==> config.mk <==
export PLATFORM = sky130hd
export DESIGN_NAME = spso_exec
export DESIGN_NICKNAME = d
export VERILOG_FILES = /design/src/spso_pkg.sv /design/src/spso_exec.sv
export SDC_FILE = /design/constraint.sdc
export NUM_CORES = 1
export LEC_CHECK = 0
export ABC_AREA = 1
export BUFFER_PORTS_ARGS = -buffer_cell sky130_fd_sc_hd__buf_2
export CAP_MARGIN = 5
export CORE_MARGIN = 5
export CORE_UTILIZATION = 45
export CTS_CLUSTER_SIZE = 40
export DETAILED_ROUTE_END_ITERATION = 8
export PLACE_DENSITY_LB_ADDON = 0.25
export SLEW_MARGIN = 20
export SYNTH_ARGS = -nofsm -noshare
export SYNTH_HDL_FRONTEND = slang
export SYNTH_SLANG_ARGS = --single-unit
==> constraint.sdc <==
create_clock -name clk -period 2.3 [get_ports clk]
set_input_delay 0.46 -clock clk [delete_from_list [all_inputs] [get_ports clk]]
set_output_delay 0.46 -clock clk [all_outputs]
set_load 0.05 [all_outputs]
==> src/spso_pkg.sv <==
// Shared constants and types for the stack and port string execution block
package spso_pkg;
    // ------------------------------------------------------------------
    // Sequencer states
    // ------------------------------------------------------------------
    typedef enum logic [8:0] {
        ST_IDLE    = 9'h001,
        ST_STRING_PORT_OUTPUT_RD = 9'h002,
        ST_STRING_PORT_OUTPUT_WR = 9'h004,
        ST_POP_RD  = 9'h008,
        ST_POP_WR  = 9'h010,
        ST_POP_ALL_REGS_RD = 9'h020,
        ST_POP_FLAG_WORD_RD = 9'h040,
        ST_PUSH_RD = 9'h080,
        ST_PUSH_WR = 9'h100
    } spso_state_e;

    // ------------------------------------------------------------------
    // Commands and operand kinds
    // ------------------------------------------------------------------
    typedef enum logic [2:0] {
        OP_STRING_PORT_OUTPUT = 3'h0,
        OP_POP                = 3'h1,
        OP_POP_ALL_REGS       = 3'h2,
        OP_POP_FLAG_WORD      = 3'h3,
        OP_PUSH               = 3'h4
    } spso_op_e;

    typedef enum logic [1:0] {
        KIND_GPR = 2'h0,
        KIND_SEG = 2'h1,
        KIND_MEM = 2'h2
    } spso_kind_e;

    // ------------------------------------------------------------------
    // Register indices (pop-all loads them in reverse index order)
    // ------------------------------------------------------------------
    localparam logic [2:0] IDX_ACC = 3'h0;
    localparam logic [2:0] IDX_COUNT = 3'h1;
    localparam logic [2:0] IDX_PORT = 3'h2;
    localparam logic [2:0] IDX_STACK = 3'h4;
    localparam logic [2:0] IDX_SRC = 3'h6;
    localparam logic [2:0] IDX_LAST = 3'h7;
    localparam logic [1:0] SEG_CODE = 2'h1;
    localparam logic [1:0] SEG_STACK = 2'h2;
    localparam logic [1:0] SEG_DATA = 2'h3;

    // ------------------------------------------------------------------
    // Load port selectors, flags, steps and reset values
    // ------------------------------------------------------------------
    localparam logic [3:0] LD_SEG_BASE = 4'h8;
    localparam logic [3:0] LD_FLAGS = 4'hc;
    localparam int FLAG_DIR_BIT = 10;
    localparam logic [15:0] FLAG_MASK = 16'h0fd5;
    localparam logic [15:0] STEP_BYTE = 16'h0001;
    localparam logic [15:0] STEP_WORD = 16'h0002;
    localparam logic [15:0] STACK_STEP = 16'h0002;
    localparam logic [15:0] COUNT_STEP = 16'h0001;
    localparam logic [15:0] REG_RESET = 16'h0000;
    localparam logic [15:0] FLAGS_RESET = 16'h0000;
endpackage : spso_pkg

==> src/spso_exec.sv <==
// Execution sequencer for string port output, pops and push
// ----------------------------------------------------------------------
// ----------------------------------------------------------------------
`timescale 1ns/1ps
`default_nettype none
module spso_exec (
    input wire logic clk,
    input wire logic rst_n,
    input wire logic cmdValid,
    input wire logic [2:0] cmdOp,
    input wire logic cmdWide,
    input wire logic cmdRep,
    input wire logic cmdSegOvr,
    input wire logic [1:0] cmdSegSel,
    input wire logic [1:0] cmdKind,
    input wire logic [2:0] cmdIdx,
    input wire logic [15:0] cmdEaOff,
    input wire logic ldValid,
    input wire logic [3:0] ldSel,
    input wire logic [15:0] ldData,
    input wire logic memAck,
    input wire logic [15:0] memRdata,
    input wire logic ioAck,
    output logic cmdReady,
    output logic cmdDone,
    output logic cmdIllegal,
    output logic memReq,
    output logic memWe,
    output logic memWide,
    output logic [15:0] memSeg,
    output logic [15:0] memOff,
    output logic [15:0] memWdata,
    output logic ioReq,
    output logic ioWide,
    output logic [15:0] ioPort,
    output logic [15:0] ioWdata,
    output logic [127:0] gprBank,
    output logic [63:0] segBank,
    output logic [15:0] flagWord
);
    // ------------------------------------------------------------------
    // State and latched command
    // ------------------------------------------------------------------
    spso_pkg::spso_state_e state_reg, state_next;
    logic [7:0][15:0] gpr_reg;
    logic [3:0][15:0] seg_reg;
    logic [15:0] flags_reg, data_reg, ea_reg;
    logic [2:0] idx_reg, popaIdx_reg;
    logic [1:0] kind_reg, segIdx_reg;
    logic wide_reg, rep_reg;
    logic memReq_reg, memWe_reg, memWide_reg, ioReq_reg, ioWide_reg;
    logic ready_reg, done_reg, illegal_reg;
    logic [15:0] memSeg_reg, memOff_reg, memWdata_reg, ioPort_reg, ioWdata_reg;

    // ------------------------------------------------------------------
    // Decode
    // ------------------------------------------------------------------
    wire logic [15:0] sp = gpr_reg[spso_pkg::IDX_STACK];
    wire logic [15:0] si = gpr_reg[spso_pkg::IDX_SRC];
    wire logic [15:0] cx = gpr_reg[spso_pkg::IDX_COUNT];
    wire logic dirFlag = flags_reg[spso_pkg::FLAG_DIR_BIT];
    wire logic inIdle = state_reg == spso_pkg::ST_IDLE;
    wire logic take = inIdle & cmdValid;
    wire logic memDone = memReq_reg & memAck;
    wire logic ioDone = ioReq_reg & ioAck;
    wire logic isOuts = cmdOp == spso_pkg::OP_STRING_PORT_OUTPUT;
    wire logic isPush = cmdOp == spso_pkg::OP_PUSH;
    // Code segment may be pushed but never popped
    wire logic illegal = take & cmdOp == spso_pkg::OP_POP & cmdKind == spso_pkg::KIND_SEG
        & cmdIdx[1:0] == spso_pkg::SEG_CODE;
    wire logic repZero = take & isOuts & cmdRep & cx == spso_pkg::REG_RESET;
    wire logic pushNow = take & isPush & cmdKind != spso_pkg::KIND_MEM;
    wire logic [15:0] spDown = sp - spso_pkg::STACK_STEP;
    wire logic [15:0] spUp = sp + spso_pkg::STACK_STEP;
    // A pushed stack pointer shows its already lowered value
    wire logic [15:0] pushSrc = cmdKind == spso_pkg::KIND_SEG ? seg_reg[cmdIdx[1:0]]
        : (cmdIdx == spso_pkg::IDX_STACK ? spDown : gpr_reg[cmdIdx]);
    wire logic [15:0] step = wide_reg ? spso_pkg::STEP_WORD : spso_pkg::STEP_BYTE;
    wire logic [15:0] siNext = dirFlag ? si - step : si + step;
    wire logic [15:0] rdWord = memWide_reg ? memRdata : {8'h00, memRdata[7:0]};
    wire logic [1:0] effSeg = cmdSegOvr ? cmdSegSel : spso_pkg::SEG_DATA;
    wire logic inOutsRd = state_reg == spso_pkg::ST_STRING_PORT_OUTPUT_RD;
    wire logic inPopRd = state_reg == spso_pkg::ST_POP_RD;
    wire logic inPopaRd = state_reg == spso_pkg::ST_POP_ALL_REGS_RD;
    wire logic inPopfRd = state_reg == spso_pkg::ST_POP_FLAG_WORD_RD;
    wire logic inPushRd = state_reg == spso_pkg::ST_PUSH_RD;
    wire logic inMemWr = state_reg == spso_pkg::ST_POP_WR | state_reg == spso_pkg::ST_PUSH_WR;
    wire logic inMem = inOutsRd | inPopRd | inPopaRd | inPopfRd | inPushRd | inMemWr;
    wire logic useEa = inOutsRd | inPushRd | state_reg == spso_pkg::ST_POP_WR;
    wire logic spInc = memDone & (inPopRd | inPopaRd | inPopfRd);
    wire logic spDec = pushNow | (inPushRd & memDone);
    wire logic outsStep = state_reg == spso_pkg::ST_STRING_PORT_OUTPUT_WR & ioDone;
    wire logic loopOn = rep_reg & cx != spso_pkg::COUNT_STEP;

    // ------------------------------------------------------------------
    // Sequencer
    // ------------------------------------------------------------------
    always_comb begin
        state_next = state_reg;
        case (state_reg)
            spso_pkg::ST_IDLE: begin
                if (take & !illegal & !repZero) begin
                    case (cmdOp)
                        spso_pkg::OP_STRING_PORT_OUTPUT: state_next = spso_pkg::ST_STRING_PORT_OUTPUT_RD;
                        spso_pkg::OP_POP: state_next = spso_pkg::ST_POP_RD;
                        spso_pkg::OP_POP_ALL_REGS: state_next = spso_pkg::ST_POP_ALL_REGS_RD;
                        spso_pkg::OP_POP_FLAG_WORD: state_next = spso_pkg::ST_POP_FLAG_WORD_RD;
                        spso_pkg::OP_PUSH: state_next = pushNow ? spso_pkg::ST_PUSH_WR
                            : spso_pkg::ST_PUSH_RD;
                        default: state_next = spso_pkg::ST_IDLE;
                    endcase
                end
            end
            spso_pkg::ST_STRING_PORT_OUTPUT_RD: if (memDone) state_next = spso_pkg::ST_STRING_PORT_OUTPUT_WR;
            spso_pkg::ST_STRING_PORT_OUTPUT_WR: begin
                if (ioDone) begin
                    state_next = loopOn ? spso_pkg::ST_STRING_PORT_OUTPUT_RD : spso_pkg::ST_IDLE;
                end
            end
            spso_pkg::ST_POP_RD: begin
                if (memDone) begin
                    state_next = kind_reg == spso_pkg::KIND_MEM ? spso_pkg::ST_POP_WR
                        : spso_pkg::ST_IDLE;
                end
            end
            spso_pkg::ST_POP_ALL_REGS_RD: begin
                if (memDone & popaIdx_reg == spso_pkg::IDX_ACC) state_next = spso_pkg::ST_IDLE;
            end
            spso_pkg::ST_PUSH_RD: if (memDone) state_next = spso_pkg::ST_PUSH_WR;
            spso_pkg::ST_POP_WR, spso_pkg::ST_POP_FLAG_WORD_RD, spso_pkg::ST_PUSH_WR: begin
                if (memDone) state_next = spso_pkg::ST_IDLE;
            end
            default: state_next = spso_pkg::ST_IDLE;
        endcase
    end

    always_ff @(posedge clk) begin
        if (!rst_n) begin
            state_reg <= spso_pkg::ST_IDLE;
            ready_reg <= 1'b1;
            done_reg <= 1'b0;
            illegal_reg <= 1'b0;
        end else begin
            state_reg <= state_next;
            ready_reg <= state_next == spso_pkg::ST_IDLE;
            done_reg <= (!inIdle & state_next == spso_pkg::ST_IDLE) | illegal | repZero;
            illegal_reg <= illegal;
        end
    end

    always_ff @(posedge clk) begin
        if (!rst_n) begin
            idx_reg <= 3'h0;
            kind_reg <= 2'h0;
            segIdx_reg <= spso_pkg::SEG_DATA;
            wide_reg <= 1'b1;
            rep_reg <= 1'b0;
            ea_reg <= spso_pkg::REG_RESET;
            popaIdx_reg <= spso_pkg::IDX_LAST;
        end else if (take) begin
            idx_reg <= cmdIdx;
            kind_reg <= cmdKind;
            segIdx_reg <= effSeg;
            wide_reg <= cmdWide | !isOuts;
            rep_reg <= cmdRep & isOuts;
            ea_reg <= cmdEaOff;
            popaIdx_reg <= spso_pkg::IDX_LAST;
        end else if (inPopaRd & memDone) begin
            popaIdx_reg <= popaIdx_reg - 3'h1;
        end
    end

    always_ff @(posedge clk) begin
        if (!rst_n) begin
            data_reg <= spso_pkg::REG_RESET;
        end else if (pushNow) begin
            data_reg <= pushSrc;
        end else if (memDone & !inMemWr) begin
            data_reg <= rdWord;
        end
    end

    // ------------------------------------------------------------------
    // Register files
    // ------------------------------------------------------------------
    genvar gi;
    generate
        for (gi = 0; gi < 8; gi++) begin : g_gpr
            localparam logic [2:0] ID = 3'(gi);
            wire logic ldHit = ldValid & ldSel == {1'b0, ID};
            // Pop-all skips the stack slot, the stack pointer only steps
            wire logic popHit = memDone & ((inPopRd & kind_reg == spso_pkg::KIND_GPR
                & idx_reg == ID) | (inPopaRd & popaIdx_reg == ID
                & ID != spso_pkg::IDX_STACK));
            logic [15:0] nextVal;
            always_comb begin
                nextVal = gpr_reg[gi];
                if (ID == spso_pkg::IDX_STACK & spInc) nextVal = spUp;
                if (ID == spso_pkg::IDX_STACK & spDec) nextVal = spDown;
                if (ID == spso_pkg::IDX_SRC & outsStep) nextVal = siNext;
                if (ID == spso_pkg::IDX_COUNT & outsStep & rep_reg) begin
                    nextVal = cx - spso_pkg::COUNT_STEP;
                end
                // A popped stack pointer still takes the step after delivery
                if (popHit) begin
                    nextVal = ID == spso_pkg::IDX_STACK ? memRdata + spso_pkg::STACK_STEP
                        : memRdata;
                end
                if (ldHit) nextVal = ldData;
            end
            always_ff @(posedge clk) begin
                if (!rst_n) gpr_reg[gi] <= spso_pkg::REG_RESET;
                else gpr_reg[gi] <= nextVal;
            end
        end
        for (gi = 0; gi < 4; gi++) begin : g_seg
            localparam logic [1:0] SID = 2'(gi);
            wire logic ldHit = ldValid & ldSel == spso_pkg::LD_SEG_BASE + {2'b00, SID};
            wire logic popHit = memDone & inPopRd & kind_reg == spso_pkg::KIND_SEG
                & idx_reg[1:0] == SID;
            always_ff @(posedge clk) begin
                if (!rst_n) seg_reg[gi] <= spso_pkg::REG_RESET;
                else if (ldHit) seg_reg[gi] <= ldData;
                else if (popHit) seg_reg[gi] <= memRdata;
            end
        end
    endgenerate

    // Only pop-flags and the load port touch the flags
    always_ff @(posedge clk) begin
        if (!rst_n) flags_reg <= spso_pkg::FLAGS_RESET;
        else if (ldValid & ldSel == spso_pkg::LD_FLAGS) flags_reg <= ldData & spso_pkg::FLAG_MASK;
        else if (inPopfRd & memDone) flags_reg <= memRdata & spso_pkg::FLAG_MASK;
    end

    // ------------------------------------------------------------------
    // Bus requests, held until acknowledged, one idle cycle between
    // ------------------------------------------------------------------
    always_ff @(posedge clk) begin
        if (!rst_n) begin
            memReq_reg <= 1'b0;
            memWe_reg <= 1'b0;
            memWide_reg <= 1'b1;
            memSeg_reg <= spso_pkg::REG_RESET;
            memOff_reg <= spso_pkg::REG_RESET;
            memWdata_reg <= spso_pkg::REG_RESET;
            ioReq_reg <= 1'b0;
            ioWide_reg <= 1'b1;
            ioPort_reg <= spso_pkg::REG_RESET;
            ioWdata_reg <= spso_pkg::REG_RESET;
        end else begin
            memReq_reg <= inMem & !memDone;
            memWe_reg <= inMem & inMemWr;
            memWide_reg <= !inOutsRd | wide_reg;
            memSeg_reg <= useEa ? seg_reg[segIdx_reg] : seg_reg[spso_pkg::SEG_STACK];
            memOff_reg <= inOutsRd ? si : (useEa ? ea_reg : sp);
            memWdata_reg <= data_reg;
            ioReq_reg <= state_reg == spso_pkg::ST_STRING_PORT_OUTPUT_WR & !ioDone;
            ioWide_reg <= wide_reg;
            ioPort_reg <= gpr_reg[spso_pkg::IDX_PORT];
            ioWdata_reg <= data_reg;
        end
    end

    assign cmdReady = ready_reg;
    assign cmdDone = done_reg;
    assign cmdIllegal = illegal_reg;
    assign memReq = memReq_reg;
    assign memWe = memWe_reg;
    assign memWide = memWide_reg;
    assign memSeg = memSeg_reg;
    assign memOff = memOff_reg;
    assign memWdata = memWdata_reg;
    assign ioReq = ioReq_reg;
    assign ioWide = ioWide_reg;
    assign ioPort = ioPort_reg;
    assign ioWdata = ioWdata_reg;
    assign gprBank = gpr_reg;
    assign segBank = seg_reg;
    assign flagWord = flags_reg;
endmodule : spso_exec
`default_nettype wire

==> flow_summary.yaml <==
status:
  status: "finished, final reports clean"
clocking:
  htree_levels: 2
  clock_latency_ns: 0.58
  cts.repair.resized: 1
  cts_hold_buf: 0
  cts_post_setup_buffers_inserted: 0
  cts_buffers: 40
  ctsRootBufferMaster: "clkbuf_16"
  clock_sinks: 326
  cts_tree: "done"
  clockBufferDepth: 3
  path_clk_slew_ns: 0.06
placement:
  hpwlAfterDp_um: 74600
  gp_congestion: 1.05
  pre_cts_ws_ns: 0.0136
  port_buffers: 359
detailed_routing:
  wl_um: 98200
  postRouteAntennaNets: 0
  viasPerCell: 5.70
  dr_wl_met3_um: 11500
  topRoutingLayerUsed: "met5"
  drt_iter0_drc: 3225
  dr_wl_met2_um: 41700
  met1_length_um: 38900
  dr.pass1.iters: 7
  drc: 0
  wl_per_cell_um: 23.3
  vias: 24000
sta:
  fmax_ghz: 0.449
  setup_viol: 0
  fin_ws_ns: 0.0735
  max_slew.worst_pin.slew_ns: 0.689
  rsz0062_at_grt: "no"
  finalClockSkew_ns: 0.0234
  slew_viol_final: 0
  fin_crit_sh_pct: 96.8
  final.setup.tns_ns: 0
  hold_viol: 0
  finalWorstPathRequiredPeriod_ns: 2.23
  max_slew_margin_pct: 54.1
cells_and_area:
  layout_commonest_cell: "nand2_1"
  drive_gt1_share_pct: 17.9
  fillers: 4602
  final_net_count: 3691
  mostFrequentLayoutCells: "768 x nand2_1, 407 x o21ai_0, 358 x buf_2"
  syn_to_final_growth_pct: 20.9
  final_util_pct: 55.2
  largest_reg_flops: 80
worst_setup_path:
  critPathKind: "register to register"
  timing.rr.end: "sp[13]"
  end_kind: "register"
  required_ns: 2.80
  crit_fanout: 8
  slowest_delay_ns: 0.49
  crit_top_cell: "nand3_1"
  r2r_slack_ns: 0.07
  arrival_ns: 2.73
  timing.critical_path.cells: "ha_1 > nand3_1 > nor2_2 > nand3_1 > nor2_1 > xor2_1 > nand2_1 > nand3_1 > nand2_1 > a21oi_1"
  cp-start-kind: "register"
  cp-startpoint: "sp[1]"
  endpoint: "sp[13]"
  slowest_stage: "dfxtp_1"
  r2r_start: "sp[1]"
  r2r_cells: 10
yosys:
  synth_edf_count: 0
  postSynthCellCount: 3258
  synth_area_mm2: 0.0202
  synthFlopType: "dfxtp_1"
  ys_ff_latch: 326
  synth-seq-area-share_pct: 32.2
  synth_area_per_cell_um2: 6.21
  async_flop_share_pct: 0
  ys.warnings.count: 0
  synth_cell_types: 50
hold_path:
  worstHoldPathCells: 2
  hp-class: "input pin to register"
power_and_ir_drop:
  finalPower_uw: 16600
  power_density_mw_per_mm2: 677
  leakagePower_uw: 0.0127
  ir_drop_v: 0.000490
die:
  coreArea_mm2: 0.0443
  die_h_um: 222
  placementRows: 77
  start_util_pct: 45.7
  io_pins: 367
  die_w_um: 222
  dieArea_mm2: 0.0493
global_routing:
  grt_first_pass_wirelength_um: 142000
  grt_pass1_vias: 21400
  grt_max_degree: 133
  overflow: 0
  antenna_found_initial: 4
  grt_usage_pct: 37.6
run:
  drv_cap: 0
[cell type report]
cell class / instances / area, um^2 / area share [%]
Tap cell: 592 / 741 / 3.03
Sequential cell: 326 / 6530 / 26.7
Multi-Input combinational cell: 2343 / 11300 / 46.2
Timing Repair Buffer: 519 / 3230 / 13.2
Clock inverter: 12 / 144 / 0.588
Clock buffer: 57 / 1150 / 4.68
Antenna cell: 2 / 5.00 / 0.0204
Inverter: 363 / 1370 / 5.58
[worst min path at each step]
| stage | startpoint | to | slack, ns |
|---|---|---|---|
| after floorplan | data_reg[0] | ioWdata[0] | 0.40 |
| after global placement | data_reg[7] | ioWdata[7] | 0.43 |
| after detailed placement | data_reg[7] | ioWdata[7] | 0.43 |
| after CTS | cmdSegOvr | segIdx_reg[0] | 0.07 |
| after global routing | cmdSegOvr | segIdx_reg[0] | 0.09 |
| final | cmdSegOvr | segIdx_reg[0] | 0.09 |
[per-stage QoR]
step / cells / instance area, um^2 / hold slack [ns]
2_1_floorplan: 3264 / 20300 / 0.404
3_3_place_gp: 4143 / 23200 / 0.430
3_5_place_dp: 4143 / 23200 / 0.432
4_1_cts: 4212 / 24400 / 0.0744
5_1_grt: 4212 / 24500 / 0.0885
6_report: 4214 / 24500 / 0.0931
[synth_stat cells (5+ instances only)]
| cell | instances | area, um^2 |
|---|---|---|
| buf_2 | 42 | 210 |
| nand2_2 | 17 | 106 |
| nor2_2 | 9 | 56.3 |
| xor2_1 | 35 | 307 |
| buf_1 | 13 | 48.8 |
| buf_4 | 26 | 195 |
| nand3_1 | 255 | 1280 |
| nand2_1 | 772 | 2900 |
| o21ai_0 | 407 | 2040 |
| inv_2 | 10 | 37.5 |
| o21ai_1 | 6 | 30.0 |
| a22o_1 | 17 | 149 |
| o22ai_1 | 11 | 68.8 |
| a31oi_1 | 58 | 363 |
| clkbuf_1 | 139 | 522 |
| inv_1 | 347 | 1300 |
| ha_1 | 26 | 325 |
| nor3_1 | 20 | 100 |
| o2111ai_1 | 9 | 78.8 |
| nor2_1 | 348 | 1310 |
| nand3_2 | 13 | 130 |
| buf_6 | 10 | 113 |
| clkinv_1 | 5 | 18.8 |
| o211ai_1 | 45 | 338 |
| dfxtp_1 | 326 | 6530 |
| a21oi_1 | 190 | 951 |
| nand4_1 | 47 | 294 |
| o21bai_1 | 16 | 120 |
[per-layer routing]
metal	GRT usage [%]	vias to the layer above
li1	-	11300
met1	50.8	10900
met2	56.4	1524
met3	8.99	313
met4	18.7	6
met5	0	-
[power breakdown]
| group | switching, uW | leakage, uW | internal [uW] |
|---|---|---|---|
| clock network | 2680 | 0.000630 | 3790 |
| logic | 2810 | 0.00941 | 1050 |
| registers | 290 | 0.00264 | 5940 |
| total | 5790 | 0.0127 | 10800 |
[cells by family after synthesis]
kind of cell / count (synthesis) / synth area share, %
compound gates: 771 / 20.9
xor+xnor: 39 / 1.69
fa+ha+maj: 27 / 1.71
buf+inv: 595 / 12.2
flops: 326 / 32.2
other cells: 1 / 0.0185
simple gates: 1499 / 31.2
[critical path, delay by kind of cell, from the launching register on]
kind                     cells  cell delay, ns
AO/OA/AOI/OAI                1            0.11
XOR/XNOR                     1            0.37
adder cells (fa/ha/maj)      1            0.25
flip-flops                   1            0.49
AND/OR/NAND/NOR              7            0.94
No activity file was read; power rests on OpenSTA's default activity.
